<file path="src/hw/tes_pkg.sv">
/*
 * Package for the tape error retry sequencer: step values, bus width,
 * command code and FIFO geometry.
 * Assumes nothing of its surroundings.
 */
package tes_pkg;
  localparam logic [2:0] TES_STEP_ZERO = 3'h0;
  localparam logic [2:0] TES_STEP_ONE = 3'h1;
  localparam logic [2:0] TES_STEP_SIX = 3'h6;
  localparam logic [2:0] TES_STEP_SEVEN = 3'h7;
  localparam logic [2:0] TES_STC_FULL = 3'h3;
  localparam logic [7:0] TES_CMD_MINUS_ONE = 8'hCD;
  localparam int TES_BUS_W = 48;
  localparam int TES_ADDR_W = 15;
  localparam int TES_FIFO_DEPTH = 32;
  localparam logic TES_DIR_FWD = 1'b1;
endpackage : tes_pkg

</file>
<file path="src/hw/tes_fifo.sv">
/*
 * Synchronous FIFO in flip-flops carrying words toward memory.
 * Assumes one clock and a synchronous active low reset.
 */
`timescale 1ns/10ps
module tes_fifo #(
  parameter int WIDTH = 48,
  parameter int DEPTH = 32
) (
  input wire logic sys_clk_in,
  input wire logic rst_b_in,
  input wire logic [WIDTH-1:0] wr_data_in,
  input wire logic wr_valid_in,
  output logic wr_ready_out,
  output logic [WIDTH-1:0] rd_data_out,
  output logic rd_valid_out,
  input wire logic rd_ready_in
);
  localparam int AW = $clog2(DEPTH);
  logic [WIDTH-1:0] mem_q [DEPTH];
  logic [AW-1:0] wp_q;
  logic [AW-1:0] rp_q;
  logic [AW:0] cnt_q;
  logic push;
  logic pop;

  // Honest full and empty flags from the occupancy count
  assign wr_ready_out = (cnt_q != (AW+1)'(DEPTH));
  assign rd_valid_out = (cnt_q != '0);
  assign push = wr_valid_in & wr_ready_out;
  assign pop = rd_valid_out & rd_ready_in;
  assign rd_data_out = mem_q[rp_q];

  // Storage, written only on an accepted push
  always_ff @(posedge sys_clk_in) begin
    if (push) begin
      mem_q[wp_q] <= wr_data_in;
    end
  end

  // Pointers and count
  always_ff @(posedge sys_clk_in) begin
    if (!rst_b_in) begin
      wp_q <= '0;
      rp_q <= '0;
      cnt_q <= '0;
    end else begin
      if (push) begin
        wp_q <= (wp_q == AW'(DEPTH-1)) ? '0 : wp_q + 1'b1;
      end
      if (pop) begin
        rp_q <= (rp_q == AW'(DEPTH-1)) ? '0 : rp_q + 1'b1;
      end
      cnt_q <= cnt_q + (AW+1)'(push) - (AW+1)'(pop);
    end
  end
endmodule : tes_fifo

</file>
<file path="src/hw/tes_seq.sv">
/*
 * Tape error retry sequencer: mode three write retry and minus-one read.
 * Assumes all phase strobes are one-cycle pulses from logic on sys_clk_in,
 * except the transport hold flags, which come from pins and are synced.
 */
// Functional notes
// - Write error in mode three loads step one and clears change flag.
// - Backspace steps to two; rewrite to three, change back to zero.
// - Successful rewrite clears step at end mark; halt flag stays clear.
// - Failed rewrite halts at block end, step three, change zero.
// - After completion, reverse restart with wipe and start flags set.
// - While wiping, step four, change one, error flags cleared.
// - Wipe done: stop, completion pulse clears wipe, restart forward.
// - Next rewrite targets following block, step goes to five.
// - Persisting error: backspace step six, rewrite step seven.
// - Second failure wipes in reverse, step zero, no restart.
// - Every rewrite copies address buffer into start address register.
// - Hold matrix at completion while step nonzero or any error, space error included.
// - Minus-one order sets its flag, step six, change zero.
// - Start, move opposite direction, set skip flag when hold sets.
// - Backspace steps seven, change one; no first pass or block count.
// - End mark of backspace clears errors, then halt and clear skip.
// - Restart commanded way, step zero at begin mark, copy address.
// - Hold parity error clear until both timing counters reach three.
// - Full serial buffer with parity error: clear it, set minus-one bit.
// - Minus-one bit clears word buffer, drives only bit zero, minus one.
// - Minus-one order halts at block end, clears flag after completion.
// - At termination parity error reads zero, sprocket error retained.
// - Change flag steps at begin phase three while step nonzero.
`timescale 1ns/10ps
module tes_seq
  import tes_pkg::*;
(
  input wire logic sys_clk_in,
  input wire logic rst_b_in,
  input wire logic mode_three_write_in,
  input wire logic cmd_dir_in,
  input wire logic [7:0] cmd_code_in,
  input wire logic order_accept_signal_in,
  input wire logic begin_mark_phase_one_in,
  input wire logic begin_mark_phase_three_in,
  input wire logic end_mark_phase_one_in,
  input wire logic finis_in,
  input wire logic phase_two_in,
  input wire logic parity_err_in,
  input wire logic sprocket_err_in,
  input wire logic space_err_in,
  input wire logic fwd_hold_pin_in,
  input wire logic rev_hold_pin_in,
  input wire logic [2:0] sprocket_timing_counter_a_in,
  input wire logic [2:0] sprocket_timing_counter_b_in,
  input wire logic shift_set_in,
  input wire logic sprocket_subphase_two_in,
  input wire logic [TES_BUS_W-1:0] serial_buffer_register_in,
  input wire logic word_load_in,
  input wire logic advance_start_address_signal_in,
  input wire logic [TES_ADDR_W-1:0] current_address_buffer_in,
  input wire logic mem_ready_in,
  output logic [TES_BUS_W-1:0] memory_transfer_bus_out,
  output logic memory_transfer_valid_out,
  output logic word_ready_out,
  output logic start_out,
  output logic tape_dir_out,
  output logic halt_at_block_end_flag_out,
  output logic skip_block_flag_out,
  output logic wipe_block_flag_out,
  output logic first_pass_out,
  output logic block_count_primary_dec_out,
  output logic release_matrix_out,
  output logic [2:0] retry_step_counter_out,
  output logic direction_change_flag_out,
  output logic minus_one_read_out,
  output logic parity_err_out,
  output logic sprocket_err_out,
  output logic [TES_ADDR_W-1:0] start_address_high_register_out
);
  logic [2:0] step_q;
  logic chg_q, halt_q, skip_q, wipe_q, m1_q, m1bit_q, perr_q, serr_q;
  logic start_q, dir_q, shift_q, rel_q, wbr_v_q;
  logic [TES_ADDR_W-1:0] csa_q;
  logic [TES_BUS_W-1:0] wbr_q;
  logic fh_s1_q, fh_s2_q, rh_s1_q, rh_s2_q;
  logic m1_accept, load_one, load_six, step_pulse, retry, any_err;
  logic fifo_ready;

  //////////////////////////////////////////////////////////////////////
  // Hold flags arrive from the transport pins; two flops before use
  always_ff @(posedge sys_clk_in) begin
    if (!rst_b_in) begin
      fh_s1_q <= 1'b0;
      fh_s2_q <= 1'b0;
      rh_s1_q <= 1'b0;
      rh_s2_q <= 1'b0;
    end else begin
      fh_s1_q <= fwd_hold_pin_in;
      fh_s2_q <= fh_s1_q;
      rh_s1_q <= rev_hold_pin_in;
      rh_s2_q <= rh_s1_q;
    end
  end

  //////////////////////////////////////////////////////////////////////
  // Decode of the load events
  assign m1_accept = order_accept_signal_in &
                     (cmd_code_in == TES_CMD_MINUS_ONE);
  assign any_err = perr_q | serr_q;
  // Only the first error of a pass loads one; later ones are in retry
  assign load_one = mode_three_write_in & ~m1_q & (step_q == TES_STEP_ZERO)
                    & ~halt_q & (parity_err_in | sprocket_err_in);
  assign load_six = m1_accept;
  assign retry = (step_q != TES_STEP_ZERO);
  assign step_pulse = begin_mark_phase_one_in & retry;

  //////////////////////////////////////////////////////////////////////
  // Retry step counter; three bits, so seven wraps to zero by itself
  always_ff @(posedge sys_clk_in) begin
    if (!rst_b_in) begin
      step_q <= TES_STEP_ZERO;
    end else if (load_six) begin
      step_q <= TES_STEP_SIX;
    end else if (load_one) begin
      step_q <= TES_STEP_ONE;
    end else if (step_pulse) begin
      // 1->2 backspace, 2->3 rewrite, 3->4 wipe, 4->5 next block,
      // 5->6 backspace, 6->7 rewrite, 7->0 final wipe or m1 re-read
      step_q <= step_q + 3'h1;
    end else if (end_mark_phase_one_in & ~skip_q & ~wipe_q & ~any_err
                 & ~m1_q & mode_three_write_in & retry) begin
      step_q <= TES_STEP_ZERO;
    end
  end

  //////////////////////////////////////////////////////////////////////
  // Direction change flag: cleared on loads, toggled at phase three
  always_ff @(posedge sys_clk_in) begin
    if (!rst_b_in) begin
      chg_q <= 1'b0;
    end else if (load_six | load_one) begin
      chg_q <= 1'b0;
    end else if (begin_mark_phase_three_in & retry) begin
      chg_q <= ~chg_q;
    end
  end

  //////////////////////////////////////////////////////////////////////
  // Halt-at-block-end: set by retry or order, cleared on clean end mark
  always_ff @(posedge sys_clk_in) begin
    if (!rst_b_in) begin
      halt_q <= 1'b0;
    end else if (end_mark_phase_one_in & ~any_err & ~skip_q & ~wipe_q
                 & ~m1_q) begin
      // Clean end mark wins; the step clears on the same edge, so no re-set
      halt_q <= 1'b0;
    end else if (retry | wipe_q | m1_q) begin
      halt_q <= 1'b1;
    end else if (finis_in) begin
      halt_q <= 1'b0;
    end
  end

  //////////////////////////////////////////////////////////////////////
  // Start and direction. Change flag zero moves opposite the command.
  always_ff @(posedge sys_clk_in) begin
    if (!rst_b_in) begin
      start_q <= 1'b0;
      dir_q <= TES_DIR_FWD;
    end else if (m1_accept) begin
      start_q <= 1'b1;
      dir_q <= ~cmd_dir_in;
    end else if (finis_in) begin
      // Step zero after a wipe means the order ends without motion
      start_q <= retry;
      dir_q <= chg_q ? cmd_dir_in : ~cmd_dir_in;
    end else if (load_one) begin
      start_q <= 1'b0;
    end
  end

  //////////////////////////////////////////////////////////////////////
  // Wipe flag: set with restart after a failed rewrite, cleared at finis
  always_ff @(posedge sys_clk_in) begin
    if (!rst_b_in) begin
      wipe_q <= 1'b0;
    end else if (finis_in & wipe_q) begin
      wipe_q <= 1'b0;
    end else if (finis_in & mode_three_write_in & any_err &
                 ((step_q == 3'h3) | (step_q == TES_STEP_SEVEN))) begin
      wipe_q <= 1'b1;
    end
  end

  //////////////////////////////////////////////////////////////////////
  // Skip flag on the minus-one backspace, dropped when tape stops
  always_ff @(posedge sys_clk_in) begin
    if (!rst_b_in) begin
      skip_q <= 1'b0;
    end else if (finis_in) begin
      skip_q <= 1'b0;
    end else if (m1_q & ~chg_q & retry & (fh_s2_q | rh_s2_q)) begin
      skip_q <= 1'b1;
    end
  end

  //////////////////////////////////////////////////////////////////////
  // Minus-one order flag, cleared at the phase two after finis
  always_ff @(posedge sys_clk_in) begin
    if (!rst_b_in) begin
      m1_q <= 1'b0;
      rel_q <= 1'b0;
    end else begin
      if (m1_accept) begin
        m1_q <= 1'b1;
      end else if (phase_two_in & rel_q) begin
        m1_q <= 1'b0;
      end
      // Marks the finis that ends the re-read pass
      if (finis_in & m1_q & ~retry) begin
        rel_q <= 1'b1;
      end else if (phase_two_in) begin
        rel_q <= 1'b0;
      end
    end
  end

  //////////////////////////////////////////////////////////////////////
  // Shift flag guards the parity hold after the first full buffer
  always_ff @(posedge sys_clk_in) begin
    if (!rst_b_in) begin
      shift_q <= 1'b0;
    end else if (begin_mark_phase_one_in) begin
      shift_q <= 1'b0;
    end else if (shift_set_in) begin
      shift_q <= 1'b1;
    end
  end

  //////////////////////////////////////////////////////////////////////
  // Error flags; a new error wins over a clear in the same cycle, except the wipe clear and the minus-one parity hold
  always_ff @(posedge sys_clk_in) begin
    if (!rst_b_in) begin
      perr_q <= 1'b0;
      serr_q <= 1'b0;
    end else begin
      if (wipe_q | (m1_q & ~retry & ~shift_q &
          ((sprocket_timing_counter_a_in != TES_STC_FULL) |
           (sprocket_timing_counter_b_in != TES_STC_FULL)))) begin
        perr_q <= 1'b0;
      end else if (parity_err_in) begin
        perr_q <= 1'b1;
      end else if (m1_q & sprocket_subphase_two_in) begin
        perr_q <= 1'b0;
      end else if (end_mark_phase_one_in & (skip_q | (chg_q & retry))) begin
        perr_q <= 1'b0;
      end else if (rel_q) begin
        perr_q <= 1'b0;
      end
      if (wipe_q) begin
        serr_q <= 1'b0;
      end else if (sprocket_err_in) begin
        serr_q <= 1'b1;
      end else if (end_mark_phase_one_in & (skip_q | (chg_q & retry))) begin
        serr_q <= 1'b0;
      end
    end
  end

  //////////////////////////////////////////////////////////////////////
  // Minus-one bit: set on a flagged full buffer, cleared by the count
  always_ff @(posedge sys_clk_in) begin
    if (!rst_b_in) begin
      m1bit_q <= 1'b0;
    end else if (m1_q & sprocket_subphase_two_in & perr_q) begin
      m1bit_q <= 1'b1;
    end else if (advance_start_address_signal_in) begin
      m1bit_q <= 1'b0;
    end
  end

  //////////////////////////////////////////////////////////////////////
  // Start address copy on every rewrite and on the minus-one passes
  always_ff @(posedge sys_clk_in) begin
    if (!rst_b_in) begin
      csa_q <= '0;
    end else if (begin_mark_phase_three_in & (retry | m1_q) & ~wipe_q) begin
      csa_q <= current_address_buffer_in;
    end
  end

  //////////////////////////////////////////////////////////////////////
  // Word buffer; the minus-one bit substitutes 48'h1 for the data.
  // Stalls (word_ready_out low) while the FIFO is full.
  always_ff @(posedge sys_clk_in) begin
    if (!rst_b_in) begin
      wbr_q <= '0;
      wbr_v_q <= 1'b0;
    end else if (wbr_v_q & fifo_ready) begin
      wbr_v_q <= 1'b0;
    end else if (word_load_in & ~wbr_v_q) begin
      // Cleared buffer with only bit zero driven, upper bits zero
      wbr_q <= m1bit_q ? TES_BUS_W'(1) : serial_buffer_register_in;
      wbr_v_q <= 1'b1;
    end
  end
  assign word_ready_out = ~wbr_v_q;

  // Queue toward memory, so a memory stall does not lose tape data
  tes_fifo #(
    .WIDTH(TES_BUS_W),
    .DEPTH(TES_FIFO_DEPTH)
  ) u_fifo (
    .sys_clk_in(sys_clk_in),
    .rst_b_in(rst_b_in),
    .wr_data_in(wbr_q),
    .wr_valid_in(wbr_v_q),
    .wr_ready_out(fifo_ready),
    .rd_data_out(memory_transfer_bus_out),
    .rd_valid_out(memory_transfer_valid_out),
    .rd_ready_in(mem_ready_in)
  );

  //////////////////////////////////////////////////////////////////////
  // Outputs
  assign release_matrix_out = finis_in & ~retry & ~any_err & ~m1_q
                              & ~wipe_q & ~space_err_in;
  assign retry_step_counter_out = step_q;
  assign direction_change_flag_out = chg_q;
  assign start_out = start_q;
  assign tape_dir_out = dir_q;
  assign halt_at_block_end_flag_out = halt_q;
  assign skip_block_flag_out = skip_q;
  assign wipe_block_flag_out = wipe_q;
  assign minus_one_read_out = m1_q;
  assign parity_err_out = perr_q;
  assign sprocket_err_out = serr_q;
  assign start_address_high_register_out = csa_q;
  assign first_pass_out = 1'b0;
  assign block_count_primary_dec_out = begin_mark_phase_one_in & ~retry
                                       & ~m1_q & ~wipe_q;

  //////////////////////////////////////////////////////////////////////
  // Assertions
  property p_load_one;
    @(posedge sys_clk_in) disable iff (!rst_b_in)
      load_one & ~load_six |=> (step_q == 3'h1) && !chg_q;
  endproperty
  a_load_one: assert property (p_load_one) else $error("step not one");

  property p_load_six;
    @(posedge sys_clk_in) disable iff (!rst_b_in)
      m1_accept |=> (step_q == 3'h6) && !chg_q && m1_q && start_q;
  endproperty
  a_load_six: assert property (p_load_six) else $error("m1 load wrong");

  property p_step;
    @(posedge sys_clk_in) disable iff (!rst_b_in)
      step_pulse & ~load_one & ~load_six |=> step_q == $past(step_q) + 3'h1;
  endproperty
  a_step: assert property (p_step) else $error("step not advanced");

  property p_matrix;
    @(posedge sys_clk_in) disable iff (!rst_b_in)
      retry | perr_q |-> !release_matrix_out;
  endproperty
  a_matrix: assert property (p_matrix) else $error("matrix released");

  property p_m1bit;
    @(posedge sys_clk_in) disable iff (!rst_b_in)
      m1_q & sprocket_subphase_two_in & perr_q |=> m1bit_q;
  endproperty
  a_m1bit: assert property (p_m1bit) else $error("m1 bit not set");

  property p_wipe_clear;
    @(posedge sys_clk_in) disable iff (!rst_b_in)
      wipe_q ##1 wipe_q |-> !perr_q && !serr_q;
  endproperty
  a_wipe_clear: assert property (p_wipe_clear) else $error("errors kept");

  property p_wipe_end;
    @(posedge sys_clk_in) disable iff (!rst_b_in)
      finis_in & wipe_q |=> !wipe_q;
  endproperty
  a_wipe_end: assert property (p_wipe_end) else $error("wipe stuck");

  property p_word;
    @(posedge sys_clk_in) disable iff (!rst_b_in)
      word_load_in & ~wbr_v_q & m1bit_q |=> wbr_q == TES_BUS_W'(1);
  endproperty
  a_word: assert property (p_word) else $error("minus one word wrong");
endmodule : tes_seq

</file>
<file path="config.mk">
export PLATFORM = sky130hd
export DESIGN_NAME = tes_seq
export DESIGN_NICKNAME = d
export VERILOG_FILES = /design/src/hw/tes_pkg.sv /design/src/hw/tes_fifo.sv /design/src/hw/tes_seq.sv
export SDC_FILE = /design/constraint.sdc
export NUM_CORES = 1
export LEC_CHECK = 0
export BUFFER_PORTS_ARGS = -buffer_cell sky130_fd_sc_hd__buf_2
export CELL_PAD_IN_SITES_DETAIL_PLACEMENT = 1
export CELL_PAD_IN_SITES_GLOBAL_PLACEMENT = 2
export CORE_MARGIN = 4
export CORE_UTILIZATION = 30
export DETAILED_ROUTE_END_ITERATION = 10
export HOLD_SLACK_MARGIN = 0.06
export PLACE_DENSITY_LB_ADDON = 0.1
export SLEW_MARGIN = 20
export SYNTH_ARGS = -nofsm -noshare
export SYNTH_HDL_FRONTEND = slang
export SYNTH_HIERARCHICAL = 1
export SYNTH_SLANG_ARGS = --single-unit
export TNS_END_PERCENT = 5
</file>
<file path="constraint.sdc">
create_clock -name sys_clk_in -period 5.3 [get_ports sys_clk_in]
set_input_delay 1.06 -clock sys_clk_in [delete_from_list [all_inputs] [get_ports sys_clk_in]]
set_output_delay 1.06 -clock sys_clk_in [all_outputs]
set_load 0.03 [all_outputs]
</file>
==> flow_metrics.tcl, run 1 <==
set metrics [dict create \
    status "complete, no violations" \
    htree_levels 4 \
    max_freq_ghz 0.2032 \
    start_util 0.3018 \
    cts_tree "done" \
    critPathLaunchType "flip-flop" \
    synth_largest_area_cell "edfxtp_1" \
    rsz0062_at_grt "false" \
    cellPowerDensity_nw_per_um2 400.1 \
    die_height_um 467.4 \
    fin_util 0.3541 \
    drv_cap 0 \
    cts_buffers 185 \
    fin_crit_ns 4.920 \
    ioPinCount 177 \
    postCtsSetupBuffers 0 \
    drv_slew 0 \
    crit_fanout 48 \
    fin_crit_sh 0.9284 \
    ctsRootBufferMaster "clkbuf_16" \
    ir_worst_vdd_uv 294.7 \
    grt_pass1_vias 36120 \
    synth_top_area_share 0.7286 \
    cts.clk_slew.worst_paths_ns 0.06 \
    hold_buffers 0 \
    grt_pass1_wl_um 278700 \
    fin_area_um2 74270 \
    gr-total-overflow 0 \
    arrival_ns 3.86 \
    ys_seq_elements 1640 \
    synth_edf_count 1536 \
    power.total_uw 29720 \
    drt_iter0_markers 2534 \
    fin_nets 3754 \
    finClkSkew_ns 0.03075 \
    placed_cell_area_um2 68400 \
    rows 168 \
    endpoint_kind "primary output" \
    whs_ns 0.4261 \
    wl_per_cell_um 30.03 \
    path_class "flip-flop to primary output" \
    synth_cells 3362 \
    gp_congestion 0.7300 \
    total_leakage_power_uw 0.02337 \
    wl_um 198200 \
    worst_pin_slew_ns 1.101 \
    tns_ns 0 \
    synth_flop_cell "edfxtp_1" \
    hpwlAfterDp_um 108900 \
    worstSkewPairLatency_ns 0.81 \
    hold_viol_final 0 \
    clk_path_buf_depth 3 \
    synth_area_per_cell_um2 18.83 \
    antenna_found_initial 13 \
    grt_max_degree 80 \
    vias 33170 \
    synth-seq-area-share 0.7615 \
    yosys-top-cells-area "edfxtp_1 73%, mux4_2 6.8%, mux2_2 5.1%" \
    required_ns 4.24 \
    ant_nets 0 \
    syn_nets 3478 \
    yosysUniqueCellTypes 64 \
    slew_headroom 0.2652 \
    grtUsageTotal 0.1810 \
    io_buffer_count 175 \
    syn-cell-area_um2 63300 \
    cts_sinks 1640 \
    cts_resized 0 \
    area_growth_pct 17.33 \
    dieArea_um2 218400 \
    setup_viol 0 \
    r2r-start "u_fifo/cnt_q[4]" \
    drive_gt1_frac 0.2935 \
    via_per_inst 5.025 \
    core_area_um2 209800 \
    worstHoldStart "rh_s1_q" \
    drc_errors 0 \
    min_path_type "flip-flop to flip-flop" \
    first_pass_iters 6 \
    async_flop_share 0 \
    die_x_um 467.4 \
    yosysWarningCount 6 \
]
registers in the layout (all words and copies together) (netlist names), 3 cells and up, named ones only:
register                         flops
u_fifo/mem_q                      1536
u_fifo/rp_q                          5
start_address_high_register_out     15
u_fifo/wp_q                          5
retry_step_counter_out               3
wbr_q                               48
u_fifo/cnt_q                         6
through the flow:
stage | instances | setup slack [ns]
after global routing | 6598 | 0.1786
after floorplan | 3362 | 1.605
after CTS | 6594 | 0.2426
final | 6600 | 0.3797
after detailed placement | 6256 | 1.142
after global placement | 6256 | 1.173
placed cells by master, fill, tap and decap left out, drive strengths merged, types with 9 or more instances in the layout:
cell type | Yosys | final
bufinv | 0 | 14
o22ai | 97 | 97
a22o | 96 | 96
dfxtp | 104 | 104
o21ai | 104 | 104
a21oi | 58 | 58
ha | 18 | 18
nor3 | 102 | 102
nor2b | 99 | 99
nor2 | 109 | 109
mux2 | 289 | 289
or4 | 51 | 51
buf | 59 | 294
mux2i | 15 | 15
mux4 | 192 | 192
clkinv | 0 | 67
and2 | 11 | 11
nand2 | 24 | 24
nand2b | 10 | 10
a21boi | 9 | 9
inv | 23 | 29
clkbuf | 145 | 246
a211oi | 99 | 99
edfxtp | 1536 | 1536
nor3b | 51 | 51
worst paths after layout:
| path | to | slack [ns] | cells past startpoint |
|---|---|---|---|
| setup / recovery | memory_transfer_bus_out[19] | 0.38 | 7 |
| hold / removal | rh_s2_q | 0.43 | 1 |
| setup reg to reg | u_fifo/mem_q[6][29] | 1.64 | 7 |
| hold reg to reg | rh_s2_q | 0.43 | 1 |
power breakdown:
part	total, uW	leakage, uW	switching [uW]	internal, uW
Sequential	14600	0.0150	269	14300
Clock	12400	0.00282	5160	7240
Combinational	2730	0.00553	1690	1040
Total	29700	0.0234	7120	22600
kinds of logic after synthesis:
group / Yosys count / synth area share
compound gates: 478 / 0.05036
xor+xnor: 4 / 0.0005534
fa+ha+maj: 19 / 0.003874
buf+inv: 228 / 0.01670
flops: 1640 / 0.7615
mux: 496 / 0.1221
other cells: 1 / 0.00005924
simple gates: 496 / 0.04487
worst max-delay path, cell delays in order, from the launching register on:
cell and delay [ns]:
dfxtp_4 0.92, buf_4 0.51, mux2_2 0.39, o22ai_1 0.16, nor3_1 0.09, buf_4 0.16
or4_1 0.58, buf_2 0.22
layout make-up:
class / instances / area, um2
Fill cell: 20800 / 135500
Multi-Input combinational cell: 1494 / 14350
Clock buffer: 246 / 4962
Sequential cell: 1640 / 48260
Inverter: 23 / 87.58
Clock inverter: 92 / 854.6
Tap cell: 2805 / 3510
Timing Repair Buffer: 294 / 2232
Antenna cell: 6 / 15.01
cells in the mapped netlist (all sizes together) (3+ instances only):
library cell and count:
edfxtp 1536, o22ai 97, mux2 289, dfxtp 104
nor4bb 3, and3 4, nand3 8, a21oi 58
inv 23, xor2 4, nor2b 99, ha 18
nor3 102, nor2 109, nand3b 5, or4 51
or3 4, a31oi 5, mux2i 15, a211oi 99
mux4 192, buf 59, a22o 96, clkbuf 145
nand2 24, nor3b 51, a21boi 9, nand2b 10
and2 11, o21ai 104
per-layer routing:
metal | global-route usage | vias up | share of wire
met5 | 0 | - | 0.00024
met4 | 0.05820 | 6 | 0.031
met3 | 0.02952 | 282 | 0.040
met2 | 0.3047 | 724 | 0.49
met1 | 0.2392 | 17920 | 0.44
li1 | - | 14240 | -
Note: power is estimated with default switching activity, not from simulation.
==> run 2: changes to the inputs <==
--- a/config.mk
+++ b/config.mk
@@ -5,6 +5,8 @@
 export SDC_FILE = /design/constraint.sdc
 export NUM_CORES = 1
 export LEC_CHECK = 0
+export ABC_AREA = 1
+export ABC_CLOCK_PERIOD_IN_PS = 5300
 export BUFFER_PORTS_ARGS = -buffer_cell sky130_fd_sc_hd__buf_2
 export CELL_PAD_IN_SITES_DETAIL_PLACEMENT = 1
 export CELL_PAD_IN_SITES_GLOBAL_PLACEMENT = 2
==> flow_metrics.tcl, run 2 <==
set metrics [dict create \
    dieArea_um2 228900 \
    yosysMostFrequentCell "nand2_1" \
    crit_fanout 77 \
    min_path_cells 2 \
    gr-total-overflow 0 \
    cts_sinks 1640 \
    start_util 0.3019 \
    fillers 23850 \
    synthTopCellsByCount "2232 x nand2_1, 1536 x edfxtp_1, 1181 x nand3_1" \
    min_path_type "flip-flop to flip-flop" \
    fin_nets 6068 \
    synth_top_area_share 0.6946 \
    worst_pin_slew_ns 1.132 \
    final_cell_mix "2232 x nand2_1, 1536 x edfxtp_1, 1181 x nand3_1" \
    synth-seq-area-share 0.7259 \
    core_area_um2 219900 \
    antenna_found_initial 13 \
    cp_top_family "buffers and inverters" \
    grtUsageTotal 0.2035 \
    cts_buffers 191 \
    wl_per_cell_um 25.96 \
    synth_flop_cell "edfxtp_1" \
    tns_ns 0 \
    status "complete, no violations" \
    ioPinCount 177 \
    worstRegToRegCells 8 \
    ys_seq_elements 1640 \
    via_per_inst 4.905 \
    fin_cells 9073 \
    yosysWarningCount 6 \
    fin_util 0.3502 \
    hold_buffers 0 \
    drv_slew 0 \
    grt_pass1_wl_um 340800 \
    synth_edf_count 1536 \
    worstSkewPairLatency_ns 0.82 \
    cp_common_cell "nand2_1" \
    area_growth_pct 15.98 \
    die_x_um 478.5 \
    finClkSkew_ns 0.02418 \
    drv_cap 0 \
    critPathLaunchType "flip-flop" \
    cts_tree "done" \
    io_buffer_count 175 \
    largest_register_ffs 1536 \
    die_height_um 478.5 \
    endpoint_kind "primary output" \
    rsz0062_at_grt "false" \
    syn_nets 5907 \
    arrival_ns 3.50 \
    grt_pass1_vias 46720 \
    grt_max_degree 136 \
    cts_resized 0 \
    htree_levels 4 \
    ant_nets 0 \
    max_stage_delay_ns 0.52 \
    synth_largest_area_cell "edfxtp_1" \
    syn-cell-area_um2 66400 \
    drive_gt1_frac 0.1089 \
    hpwlAfterDp_um 122200 \
    fin_crit_ns 4.561 \
    async_flop_share 0 \
    fin_crit_sh 0.8606 \
    regMostFlops "u_fifo/mem_q" \
    clk_path_buf_depth 3 \
    synth_area_per_cell_um2 11.47 \
    yosys-top-cells-area "edfxtp_1 69%, nand2_1 13%, nand3_1 8.9%" \
    path_cells "inv_8 > buf_12 > nand2_1 > nand3_1 > nand3_1 > nand2_1 > nand2_1 > nand2_1 > nand2_1 > nand2_1 > buf_2" \
    path_class "flip-flop to primary output" \
    ir_worst_vdd_uv 342.6 \
    vias 44510 \
    drt_iter0_markers 2767 \
    postCtsSetupBuffers 0 \
    slew_headroom 0.2373 \
    synth_cells 5791 \
    rows 172 \
    layout_commonest_cell "nand2_1" \
    required_ns 4.24 \
    max_freq_ghz 0.2192 \
    placed_cells 8717 \
    gp_congestion 0.7218 \
    hold_viol_final 0 \
    power.total_uw 34030 \
    cts.clk_slew.worst_paths_ns 0.05 \
    slowest_stage "dfxtp_4" \
    setup_viol 0 \
    total_leakage_power_uw 0.02813 \
    path_depth 11 \
    path_buf_inv 3 \
    yosysUniqueCellTypes 44 \
    drc_errors 0 \
    cellPowerDensity_nw_per_um2 441.9 \
    wl_um 235500 \
    first_pass_iters 5 \
    ctsRootBufferMaster "clkbuf_16" \
]
[run 2: cell count changes after synthesis, moves of 62 or more]
| cell | previous run | this run |
|---|---|---|
| o22ai_1 | 97 | 1 |
| clkbuf_1 | 143 | 81 |
| a22o_1 | 96 | 0 |
| nand3_1 | 8 | 1181 |
| a211oi_1 | 99 | 1 |
| buf_2 | 17 | 158 |
| nor3_1 | 102 | 7 |
| nand2_1 | 24 | 2232 |
| mux4_2 | 192 | 0 |
| mux2_2 | 289 | 0 |
| nor2b_1 | 99 | 0 |
[run 2: per-stage QoR]
| step | hold WS [ns] | setup WS, ns | instance area, um2 |
|---|---|---|---|
| 6_report | 0.4127 | 0.7386 | 77010 |
| 5_1_grt | 0.3786 | 0.4574 | 77000 |
| 4_1_cts | 0.3425 | 0.5957 | 76960 |
| 3_5_place_dp | 0.4049 | 1.525 | 71100 |
| 3_3_place_gp | 0.3946 | 1.423 | 71080 |
| 2_1_floorplan | 0.3905 | 1.706 | 66400 |
[run 2: final timing paths]
path | startpoint | endpoint | slack [ns]
max | flip-flop | memory_transfer_bus_out[10] | 0.74
max reg2reg | u_fifo/cnt_q[2] | u_fifo/mem_q[29][7] | 1.60
min reg2reg | fh_s1_q | fh_s2_q | 0.41
min | fh_s1_q | fh_s2_q | 0.41
[run 2: worst min-delay path, stage by stage (launching register included)]
cell and delay, ns:
dfxtp_1 0.30, nand2_1 0.05, inv_1 0.04
[run 2: cell families after synthesis]
logic type	count (synthesis)	share of synthesized area
adder cells (fa/ha/maj)	19	0.003693
AO/OA/AOI/OAI	140	0.01095
other	1	0.00005647
AND/OR/NAND/NOR	3566	0.2257
buffers and inverters	424	0.03358
flip-flops	1640	0.7259
XOR/XNOR	1	0.0001319
[run 2: layout make-up]
class / count / area, um2 / area share
diodes: 8 / 20.02 / 0.0002599
clock buffers: 277 / 5360 / 0.06960
clock inverters: 71 / 504.2 / 0.006547
inverters: 68 / 297.8 / 0.003867
multi-input cells: 3727 / 16210 / 0.2105
flip-flops and latches: 1640 / 48260 / 0.6267
well taps: 2958 / 3701 / 0.04806
repair buffers: 324 / 2660 / 0.03454
[run 2: layer usage]
| layer | global-route usage | up-vias | share of wire |
|---|---|---|---|
| met5 | 0 | - | 0.000055 |
| met4 | 0.03701 | 2 | 0.014 |
| met3 | 0.02643 | 226 | 0.033 |
| met2 | 0.3411 | 730 | 0.48 |
| met1 | 0.2849 | 23090 | 0.47 |
| li1 | - | 20460 | - |
[run 2: power breakdown]
| part | internal, uW | total (uW) | switching [uW] |
|---|---|---|---|
| Combinational | 1810 | 6790 | 4990 |
| Sequential | 14400 | 14700 | 277 |
| Clock | 7260 | 12500 | 5280 |
